**src/hw/bptx_pkg.sv**
```systemverilog
// constants for the transmit backplane timing front end
// assumes a 50 MHz system clock and an Avalon-MM register slave

package bptx_pkg;

  // ****************************************************************
  // register map, byte addresses
  // ****************************************************************
  localparam logic [3:0]  REG_CONTROL  = 4'h0;
  localparam logic [3:0]  REG_GAP_MASK = 4'h4;
  localparam logic [3:0]  REG_STATUS   = 4'h8;

  // ****************************************************************
  // control fields
  // ****************************************************************
  localparam int          CTRL_WIDTH     = 9;
  localparam int          CTRL_CLK_OUT   = 0;
  localparam int          CTRL_FP_OUT    = 1;
  localparam int          CTRL_FALLING   = 2;
  localparam int          CTRL_E1        = 3;
  localparam int          CTRL_NXDS0     = 4;
  localparam int          CTRL_MULTI     = 5;
  localparam int          CTRL_LOOP      = 6;
  localparam int          CTRL_ILV       = 7;
  localparam int          CTRL_ESF       = 8;
  localparam logic [8:0]  CTRL_RESET     = 9'h000;
  localparam logic [31:0] GAP_RESET      = 32'h0000_0000;

  // ****************************************************************
  // status fields
  // ****************************************************************
  localparam int          ST_POS_LSB     = 0;
  localparam int          ST_FRAME_LSB   = 8;
  localparam int          ST_CRC_LSB     = 16;
  localparam int          ST_ILV         = 24;
  localparam int          ST_CLK_OUT     = 25;
  localparam int          ST_FP_OUT      = 26;

  // ****************************************************************
  // frame geometry, last index of each count
  // ****************************************************************
  localparam logic [7:0]  T1_LAST_BIT    = 8'hc0;
  localparam logic [7:0]  E1_LAST_BIT    = 8'hff;
  localparam logic [4:0]  T1_SF_LAST     = 5'h0b;
  localparam logic [4:0]  T1_ESF_LAST    = 5'h17;
  localparam logic [4:0]  E1_MF_LAST     = 5'h0f;
  localparam logic [3:0]  E1_CRC_LAST    = 4'hf;

  // ****************************************************************
  // lanes of the pin synchroniser
  // ****************************************************************
  localparam int          SYN_W          = 6;
  localparam int          SYN_CLK        = 0;
  localparam int          SYN_REF        = 1;
  localparam int          SYN_REC        = 2;
  localparam int          SYN_FP         = 3;
  localparam int          SYN_PCM        = 4;
  localparam int          SYN_SIG        = 5;

endpackage

```
**src/hw/bptx_sync.sv**
```systemverilog
// two-flop synchroniser with edge detection for the backplane pins
// assumes pins are asynchronous to clock and slower than half its rate

`timescale 1ns/1ns
`default_nettype none

module bptx_sync #(
  parameter int WIDTH = 6
) (
  // clock and reset
  input  wire logic             clock,
  input  wire logic             resetn,
  // asynchronous pins
  input  wire logic [WIDTH-1:0] pin,
  // synchronised view
  output logic      [WIDTH-1:0] level,
  output logic      [WIDTH-1:0] rise,
  output logic      [WIDTH-1:0] fall
);

  // ****************************************************************
  // state
  // ****************************************************************
  typedef struct packed {
    logic [WIDTH-1:0] meta;
    logic [WIDTH-1:0] stable;
    logic [WIDTH-1:0] last;
  } bptx_sync_s;

  bptx_sync_s st;
  bptx_sync_s next_st;

  // meta is read only by stable, never by edge logic
  always_comb begin
    next_st        = st;
    next_st.meta   = pin;
    next_st.stable = st.meta;
    next_st.last   = st.stable;
  end

  // fills through reset: no false edge
  always_ff @(posedge clock) begin
    st <= next_st;
  end

  assign level = st.stable;
  assign rise  = st.stable & ~st.last & {WIDTH{resetn}};
  assign fall  = ~st.stable & st.last & {WIDTH{resetn}};

endmodule

`default_nettype wire

```
**src/hw/bptx_timing.sv**
```systemverilog
// transmit backplane timing front end: clock, frame pulse, bit sampling
// assumes backplane pins are asynchronous and at most 16.384 MHz,
// registers reached over Avalon-MM with waitrequest
//
// Behaviour
// RULE1: backplane clock input accepted at any rate up to 16.384 MHz, gaps tolerated.
// RULE2: output backplane clock runs at line rate from reference or recovered clock.
// RULE3: T1 sub-rate output clock gapped at framing bit and at masked channels.
// RULE4: E1 sub-rate output clock gapped at masked time slots.
// RULE5: byte-interleaved operation only effective while backplane clock is an input.
// RULE6: one control bit chooses rising or falling active edge.
// RULE7: PCM data and signaling sampled on the active edge.
// RULE8: frame pulse sampled or driven on the active edge.
// RULE9: backplane clock pin is an input after reset.
// RULE10: input frame pulse aligns transmit frame timing.
// RULE11: T1 backplane pulses at multiples of 193 bit periods.
// RULE12: T1 superframe alignment enabled by software, pulse marks frame 1.
// RULE13: E1 backplane pulses at multiples of 256 bit periods.
// RULE14: E1 pulse rise aligns the 16-frame signaling multiframe.
// RULE15: E1 pulse fall aligns the 16-frame CRC multiframe independently.
// RULE16: coincident multiframes give a one-cycle pulse every 16 frames.
// RULE17: output frame pulse high one cycle at first bit of frame or multiframe; none while a sub-rate output clock gaps that bit, as T1 always does.
// RULE18: frame pulse pin is an input after reset.
// RULE19: pulse edges found from successive samples reload the position counters.
// RULE20: counters hold through gaps, advancing only on present active edges; an output clock advances them on every source rise, gapped or not.

`timescale 1ns/1ns
`default_nettype none

module bptx_timing (
  // clock and reset
  input  wire logic        clock,
  input  wire logic        resetn,
  // avalon-mm slave
  input  wire logic [3:0]  avs_address,
  input  wire logic        avs_read,
  input  wire logic        avs_write,
  input  wire logic [31:0] avs_writedata,
  input  wire logic [3:0]  avs_byteenable,
  output logic      [31:0] avs_readdata,
  output logic             avs_waitrequest,
  // timing references
  input  wire logic        tx_reference_clock_in,
  input  wire logic        rx_recovered_clock,
  // backplane clock pin
  input  wire logic        bp_tx_clock_in,
  output logic             bp_tx_clock_out,
  output logic             bp_tx_clock_oe,
  // backplane frame pulse pin
  input  wire logic        bp_tx_frame_pulse_in,
  output logic             bp_tx_frame_pulse_out,
  output logic             bp_tx_frame_pulse_oe,
  // backplane data pins
  input  wire logic        bp_tx_pcm_data,
  input  wire logic        bp_tx_signaling,
  // towards the transmit framer
  output logic             sample_valid,
  output logic             pcm_bit,
  output logic             signaling_bit,
  output logic             frame_start,
  output logic      [7:0]  bit_position,
  output logic      [4:0]  frame_number,
  output logic      [3:0]  crc_frame_number,
  output logic             interleave_active
);

  // ****************************************************************
  // state
  // ****************************************************************
  typedef struct packed {
    logic [8:0]  ctrl;
    logic [31:0] gap;
    logic        waitrequest;
    logic [31:0] readdata;
    logic [7:0]  bit_pos;
    logic [4:0]  frame;
    logic [3:0]  crc_frame;
    logic        fp_prev;
    logic        gate;
    logic        clk_out;
    logic        clk_oe;
    logic        fp_out;
    logic        fp_oe;
    logic        smp_valid;
    logic        pcm;
    logic        sig;
    logic        fstart;
    logic        ilv;
  } bptx_state_s;

  bptx_state_s st;
  bptx_state_s next_st;

  // ****************************************************************
  // pin synchronisers
  // ****************************************************************
  logic [bptx_pkg::SYN_W-1:0] syn_pin;
  logic [bptx_pkg::SYN_W-1:0] syn_level;
  logic [bptx_pkg::SYN_W-1:0] syn_rise;
  logic [bptx_pkg::SYN_W-1:0] syn_fall;

  assign syn_pin = {bp_tx_signaling, bp_tx_pcm_data, bp_tx_frame_pulse_in,
                    rx_recovered_clock, tx_reference_clock_in, bp_tx_clock_in};

  // data and clock share the same delay, so sampling stays aligned
  bptx_sync #(
    .WIDTH (bptx_pkg::SYN_W)
  ) u_sync (
    .clock  (clock),
    .resetn (resetn),
    .pin    (syn_pin),
    .level  (syn_level),
    .rise   (syn_rise),
    .fall   (syn_fall)
  );

  // ****************************************************************
  // functions
  // ****************************************************************
  // wrapping increment, shared by bit, frame and crc counters
  function automatic logic [7:0] bump(input logic [7:0] val, input logic [7:0] last);
    if (val >= last) begin
      return 8'h00;
    end
    return val + 8'h01;
  endfunction

  // true where the output clock is suppressed for this bit
  function automatic logic gapped(input logic [7:0] pos, input logic [31:0] gap,
                                  input logic e1, input logic subrate);
    logic [7:0] slot;
    slot = pos - 8'h01;
    if (!subrate) begin
      return 1'b0;
    end
    if (e1) begin
      return gap[pos[7:3]]; // RULE4
    end
    if (pos == 8'h00) begin
      return 1'b1; // RULE3
    end
    return gap[slot[7:3]]; // RULE3
  endfunction

  // byte-enabled register write
  function automatic logic [31:0] merge(input logic [31:0] old, input logic [31:0] wdata,
                                        input logic [3:0] be);
    logic [31:0] res;
    res = old;
    for (int i = 0; i < 4; i++) begin
      if (be[i]) begin
        res[i*8 +: 8] = wdata[i*8 +: 8];
      end
    end
    return res;
  endfunction

  // ****************************************************************
  // next state
  // ****************************************************************
  always_comb begin
    logic        clk_output;
    logic        falling;
    logic        e1;
    logic        src_level;
    logic        src_rise;
    logic        src_fall;
    logic        tick_in;
    logic        adv;
    logic        smp;
    logic        fp_in;
    logic        fp_rise;
    logic        fp_fall;
    logic [7:0]  last_bit;
    logic [4:0]  last_frame;
    logic [31:0] wr_val;
    logic [31:0] rd_val;
    logic [8:0]  new_ctrl;

    next_st   = st;
    clk_output = st.ctrl[bptx_pkg::CTRL_CLK_OUT];
    falling    = st.ctrl[bptx_pkg::CTRL_FALLING];
    e1         = st.ctrl[bptx_pkg::CTRL_E1];
    wr_val     = 32'h0000_0000;
    rd_val     = 32'h0000_0000;
    new_ctrl   = st.ctrl;

    // ****************************************************************
    // register bus: one wait cycle, then answer
    // ****************************************************************
    if ((avs_read || avs_write) && st.waitrequest) begin
      next_st.waitrequest = 1'b0;
      case (avs_address)
        bptx_pkg::REG_CONTROL: begin
          rd_val = {23'h000000, st.ctrl};
        end
        bptx_pkg::REG_GAP_MASK: begin
          rd_val = st.gap;
        end
        bptx_pkg::REG_STATUS: begin
          rd_val[bptx_pkg::ST_POS_LSB +: 8]   = st.bit_pos;
          rd_val[bptx_pkg::ST_FRAME_LSB +: 5] = st.frame;
          rd_val[bptx_pkg::ST_CRC_LSB +: 4]   = st.crc_frame;
          rd_val[bptx_pkg::ST_ILV]            = st.ilv;
          rd_val[bptx_pkg::ST_CLK_OUT]        = st.clk_oe;
          rd_val[bptx_pkg::ST_FP_OUT]         = st.fp_oe;
        end
        default: begin
          rd_val = 32'h0000_0000;
        end
      endcase
      next_st.readdata = avs_read ? rd_val : 32'h0000_0000;
    end else begin
      next_st.waitrequest = 1'b1;
    end

    // writes land on the edge where the master sees waitrequest low
    if (avs_write && !st.waitrequest) begin
      case (avs_address)
        bptx_pkg::REG_CONTROL: begin
          wr_val   = merge({23'h000000, st.ctrl}, avs_writedata, avs_byteenable);
          new_ctrl = wr_val[8:0];
        end
        bptx_pkg::REG_GAP_MASK: begin
          next_st.gap = merge(st.gap, avs_writedata, avs_byteenable);
        end
        default: begin
          next_st.gap = st.gap;
        end
      endcase
    end
    next_st.ctrl = new_ctrl;

    // ****************************************************************
    // edge selection
    // ****************************************************************
    // loop timing picks the recovered clock as line reference
    if (st.ctrl[bptx_pkg::CTRL_LOOP]) begin // RULE2
      src_level = syn_level[bptx_pkg::SYN_REC];
      src_rise  = syn_rise[bptx_pkg::SYN_REC];
      src_fall  = syn_fall[bptx_pkg::SYN_REC];
    end else begin
      src_level = syn_level[bptx_pkg::SYN_REF];
      src_rise  = syn_rise[bptx_pkg::SYN_REF];
      src_fall  = syn_fall[bptx_pkg::SYN_REF];
    end

    // an absent edge in a gapped input clock simply never ticks
    tick_in = falling ? syn_fall[bptx_pkg::SYN_CLK] : syn_rise[bptx_pkg::SYN_CLK]; // RULE6 RULE1

    if (clk_output) begin
      adv = src_rise; // RULE2
      smp = (falling ? src_fall : src_rise) & st.gate; // RULE6
    end else begin
      adv = tick_in; // RULE20
      smp = tick_in;
    end

    // ****************************************************************
    // position counters
    // ****************************************************************
    last_bit   = e1 ? bptx_pkg::E1_LAST_BIT : bptx_pkg::T1_LAST_BIT;
    if (e1) begin
      last_frame = bptx_pkg::E1_MF_LAST;
    end else if (st.ctrl[bptx_pkg::CTRL_ESF]) begin
      last_frame = bptx_pkg::T1_ESF_LAST;
    end else begin
      last_frame = bptx_pkg::T1_SF_LAST;
    end

    if (adv) begin // RULE20
      next_st.bit_pos = bump(st.bit_pos, last_bit);
      if (st.bit_pos >= last_bit) begin
        next_st.frame     = 5'(bump({3'h0, st.frame}, {3'h0, last_frame}));
        next_st.crc_frame = 4'(bump({4'h0, st.crc_frame}, {4'h0, bptx_pkg::E1_CRC_LAST}));
      end
    end

    // ****************************************************************
    // frame pulse input alignment
    // ****************************************************************
    fp_in   = syn_level[bptx_pkg::SYN_FP];
    fp_rise = smp & fp_in & ~st.fp_prev; // RULE19
    fp_fall = smp & ~fp_in & st.fp_prev; // RULE19
    if (smp) begin
      next_st.fp_prev = fp_in; // RULE8
    end

    if (!st.ctrl[bptx_pkg::CTRL_FP_OUT]) begin
      // a held pulse realigns bit (and frame in multiframe mode) once, on its rise only; E1 multiframe mode also realigns crc on its fall
      if (fp_rise) begin
        next_st.bit_pos = 8'h00; // RULE10 RULE11 RULE13
        if (st.ctrl[bptx_pkg::CTRL_MULTI]) begin
          next_st.frame = 5'h00; // RULE12 RULE14
          if (!e1) begin
            next_st.crc_frame = 4'h0;
          end
        end
      end
      if (fp_fall && e1 && st.ctrl[bptx_pkg::CTRL_MULTI]) begin
        next_st.crc_frame = 4'h0; // RULE15 RULE16
      end
    end

    // ****************************************************************
    // bit sampling towards the framer
    // ****************************************************************
    next_st.smp_valid = smp;
    next_st.fstart    = 1'b0;
    if (smp) begin
      next_st.pcm    = syn_level[bptx_pkg::SYN_PCM]; // RULE7
      next_st.sig    = syn_level[bptx_pkg::SYN_SIG]; // RULE7
      next_st.fstart = (next_st.bit_pos == 8'h00);
    end

    // ****************************************************************
    // frame pulse output
    // ****************************************************************
    // only meaningful up to 2.048 MHz; faster rates are not checked
    if (st.ctrl[bptx_pkg::CTRL_FP_OUT]) begin
      if (smp) begin
        next_st.fp_out = (next_st.bit_pos == 8'h00) &&
                         (!st.ctrl[bptx_pkg::CTRL_MULTI] || next_st.frame == 5'h00); // RULE17 RULE8
      end
    end else begin
      next_st.fp_out = 1'b0;
    end
    next_st.fp_oe = st.ctrl[bptx_pkg::CTRL_FP_OUT]; // RULE18

    // ****************************************************************
    // backplane clock output and gapping
    // ****************************************************************
    // gate changes only while the source is low, so no runt pulses
    if (src_fall) begin
      next_st.gate = ~gapped(bump(st.bit_pos, last_bit), st.gap, e1,
                             st.ctrl[bptx_pkg::CTRL_NXDS0]); // RULE3 RULE4
    end
    next_st.clk_out = clk_output & src_level & st.gate; // RULE2
    next_st.clk_oe  = clk_output; // RULE9

    // interleaving is refused while the device drives the clock
    next_st.ilv = st.ctrl[bptx_pkg::CTRL_ILV] & ~clk_output; // RULE5
  end

  // ****************************************************************
  // registers
  // ****************************************************************
  always_ff @(posedge clock) begin
    if (!resetn) begin
      st             <= '0;
      st.ctrl        <= bptx_pkg::CTRL_RESET; // RULE9 RULE18
      st.gap         <= bptx_pkg::GAP_RESET;
      st.waitrequest <= 1'b1;
      st.gate        <= 1'b1;
    end else begin
      st <= next_st;
    end
  end

  // ****************************************************************
  // outputs
  // ****************************************************************
  assign avs_readdata          = st.readdata;
  assign avs_waitrequest       = st.waitrequest;
  assign bp_tx_clock_out       = st.clk_out;
  assign bp_tx_clock_oe        = st.clk_oe;
  assign bp_tx_frame_pulse_out = st.fp_out;
  assign bp_tx_frame_pulse_oe  = st.fp_oe;
  assign sample_valid          = st.smp_valid;
  assign pcm_bit               = st.pcm;
  assign signaling_bit         = st.sig;
  assign frame_start           = st.fstart;
  assign bit_position          = st.bit_pos;
  assign frame_number          = st.frame;
  assign crc_frame_number      = st.crc_frame;
  assign interleave_active     = st.ilv;

endmodule

`default_nettype wire

```
**config.mk**
```make
export PLATFORM = sky130hd
export DESIGN_NAME = bptx_timing
export DESIGN_NICKNAME = d
export VERILOG_FILES = /design/src/hw/bptx_pkg.sv /design/src/hw/bptx_sync.sv /design/src/hw/bptx_timing.sv
export SDC_FILE = /design/constraint.sdc
export NUM_CORES = 1
export LEC_CHECK = 0
export ABC_AREA = 1
export CORE_MARGIN = 2
export CORE_UTILIZATION = 58
export CTS_CLUSTER_SIZE = 40
export DETAILED_ROUTE_END_ITERATION = 10
export DONT_BUFFER_PORTS = 1
export GPL_TIMING_DRIVEN = 0
export PLACE_DENSITY = 0.74
export SYNTH_ARGS = -nofsm -noshare
export SYNTH_HDL_FRONTEND = slang
export SYNTH_SLANG_ARGS = --single-unit
export TNS_END_PERCENT = 100
```
**constraint.sdc**
```tcl
create_clock -name clock -period 5.55 [get_ports clock]
set_clock_uncertainty 0.1 [all_clocks]
set_input_delay 0.8325 -clock clock [delete_from_list [all_inputs] [get_ports clock]]
set_output_delay 0.8325 -clock clock [all_outputs]
set_load 0.005 [all_outputs]
```
==> results.cfg <==
[outcome]
status = finished, final reports clean

[placement]
place_hpwl_um = 13000
portBuffers = 0
place_ws_ns = 2.13
gp_congestion = 0.981

[routing]
ant_nets = 0
viasPerCell = 5.74
vias = 5864
firstDrtPassIters = 5
dr.first_iter.drc_count = 424
drc = 0
wl_um = 17500
wl_per_cell_um = 17.1

[cts]
holdBufCountCts = 0
cts_buffers = 17
cts_root_buffer = clkbuf_8
cts-resized-gates = 0
cts.sinks = 117
cts.clk_slew.worst_paths_ns = 0.06
clk_path_buf_depth = 2
cts_tree = yes
postCtsSetupBuffers = 0
cts_htree_levels = 4
clk-insertion-delay-late_ns = 0.53

[synth]
synth.avg_cell_area_um2 = 7.08
yosysTopAreaCell = dfxtp_1
synth-edff-count = 0
synth-seq-cells = 117
synth.yosys.warnings = 0
synthFlopType = dfxtp_1
async_flop_share = 0
synth_nets = 916
synthTopCellsByArea = dfxtp_1 (39%), nand2_1 (11%), buf_4 (6.7%), nand3_1 (6.2%), nor2_1 (5.5%)
seq_area_frac_synth = 0.388
ys_types = 45
synth_top_area_frac = 0.388
syn_area_um2 = 6040
syn_inst = 854

[power_and_ir_drop]
pwr_density_cell_nw_per_um2 = 305
p_total_mw = 2.07
p_leak_nw = 2.76
vdd_ir_drop_max_mv = 0.202

[floorplan]
row_count = 37
core_area_um2 = 10200
io_pins = 109
die_w_um = 106
start_util = 0.591
die_y_um = 106
die-area_um2 = 11300

[critical_path]
worstSetupStartpointType = flop
critPathMaxFanout = 9
r2r_slack_ns = 2.10
cp.arrival_ns = 3.76
crit_required_ns = 5.87
cp_common_cell = nand2_1
critPathSlowestCell = dfxtp_1
worstPathBufferInverterCount = 3
cp_top_family = simple AND/OR/NAND/NOR gates
worstPathCellList = inv_1 > ha_1 > nand2_1 > nand2_1 > nor2_1 > nand2_1 > nand2_2 > nand2_4 > nor2_2 > inv_2 > nand2_1 > nand2_2 > inv_1 > nand3_1 > nand3_1 > nand3_1 > nand3_1 > nand2_1 > nand2_1 > nand2_1
crit_type = flop to flop
max_stage_delay_ns = 0.52
end_kind = flop

[timing]
layout_min_cycle_time_ns = 3.45
timing.fmax_mhz = 290
worst_slack_ns = 2.10
finalSetupViolations = 0
tns_ns = 0
maxSlewViolCount = 0
layout_worst_path_cycle_share = 0.621
hold_ws_ns = 0.225
worst_pin_slew_ns = 0.713
slew_headroom = 0.521
grt_setup_unrepaired = false
hold_viol = 0

[global_route]
grt_usage = 0.317
grt-ovfl-total = 0
antenna_found_initial = 0
grt_pass1_vias = 5537
grt_max_degree = 17
grt_pass1_wl_um = 27400

[min_path]
hold_path.class = flop to flop

[finish]
nNetsFinal = 935
layout-drive-gt1-share = 0.148
n_fill_cell = 910
num_antenna_cells = 0
area_delta_synth_final_pct = 12.3

[run]
cap_viol_max_count = 0
[sequential cells by signal, indices dropped and copies added (netlist names), 2 cells and up]
name / count
avs_readdata: 32
st: 41
frame_number: 5
u_sync.st: 3
u_sync.level: 6
next_st: 2
crc_frame_number: 4
bit_position: 8
u_sync.next_st: 6
[layer usage]
| layer | GRT usage | vias up | routed length [µm] |
|---|---|---|---|
| met2 | 0.507 | 260 | 7990 |
| met3 | 0.0723 | 44 | 1320 |
| met5 | 0 | - | 0 |
| li1 | - | 2813 | - |
| met1 | 0.408 | 2747 | 7580 |
| met4 | 0.147 | 0 | 573 |
[worst paths after layout]
| path | start | end | cells after the start |
|---|---|---|---|
| worst min-delay path | u_sync.next_st[8]$_DFF_P_ | u_sync.level[2]$_DFF_P_ | 0 |
| worst max-delay path | st[96]$_SDFFE_PN0P_ | st[9]$_SDFFE_PN1P_ | 20 |
| worst min register to register | u_sync.next_st[8]$_DFF_P_ | u_sync.level[2]$_DFF_P_ | 0 |
| worst max register to register | st[96]$_SDFFE_PN0P_ | st[9]$_SDFFE_PN1P_ | 20 |
[cells by family (layout without fill, tap and decap cells)]
family                     Yosys count  after routing  share of synthesized area
and+or+nand+nor                    392            392                      0.284
AOI/OAI and AO/OA                  166            166                      0.160
buffers and inverters              162            194                      0.136
DFF                                117            117                      0.388
adders and majority gates           12             12                     0.0248
xor gates and xnor gates             5              5                    0.00725
[placed cells by master (no fill, tap or decap), drive strengths merged, types with 3 or more instances in the layout]
master and count:
a21oi 63, a31oi 5, buf 65, clkbuf 36, clkinv 5, clkinvlp 6
dfxtp 117, ha 12, inv 80, nand2 197, nand3 76, nand3b 3
nand4 7, nor2 95, nor3 7, o211ai 20, o21ai 64, o221ai 4
o22ai 5, xor2 5
[cell type report]
cell class | count | area (µm²) | area share
inverters | 81 | 307 | 0.0452
clock inverters | 12 | 129 | 0.0190
plain buffers | 81 | 515 | 0.0759
well taps | 136 | 170 | 0.0251
clock buffers | 20 | 445 | 0.0656
multi-input cells | 575 | 2880 | 0.424
flip-flops and latches | 117 | 2340 | 0.345
[metrics by stage]
stage	utilization	area, µm²	std cells
finish	0.663	6790	1022
detailed placement	0.607	6210	990
CTS	0.663	6790	1022
floorplan	-	6040	854
global route	0.663	6790	1022
global placement	0.607	6210	990
[synthesized netlist by cell type (5+ instances only)]
library cell,n
dfxtp_1,117
clkbuf_1,16
a21oi_1,61
nor2_2,6
buf_2,7
nand2_1,185
xor2_1,5
ha_1,12
buf_4,54
nand2_2,10
o211ai_1,17
inv_2,6
nand3_1,75
nor2_1,88
inv_1,72
nand4_1,7
nor3_1,6
a31oi_1,5
o21ai_0,55
o21ai_1,7
[where the power goes]
group / internal (mW) / switching (mW) / total [mW]
clock: 0.660 / 0.395 / 1.05
sequential: 0.853 / 0.0107 / 0.864
combinational: 0.0451 / 0.107 / 0.152
total: 1.56 / 0.512 / 2.07
(Power assumes the default switching activity.)
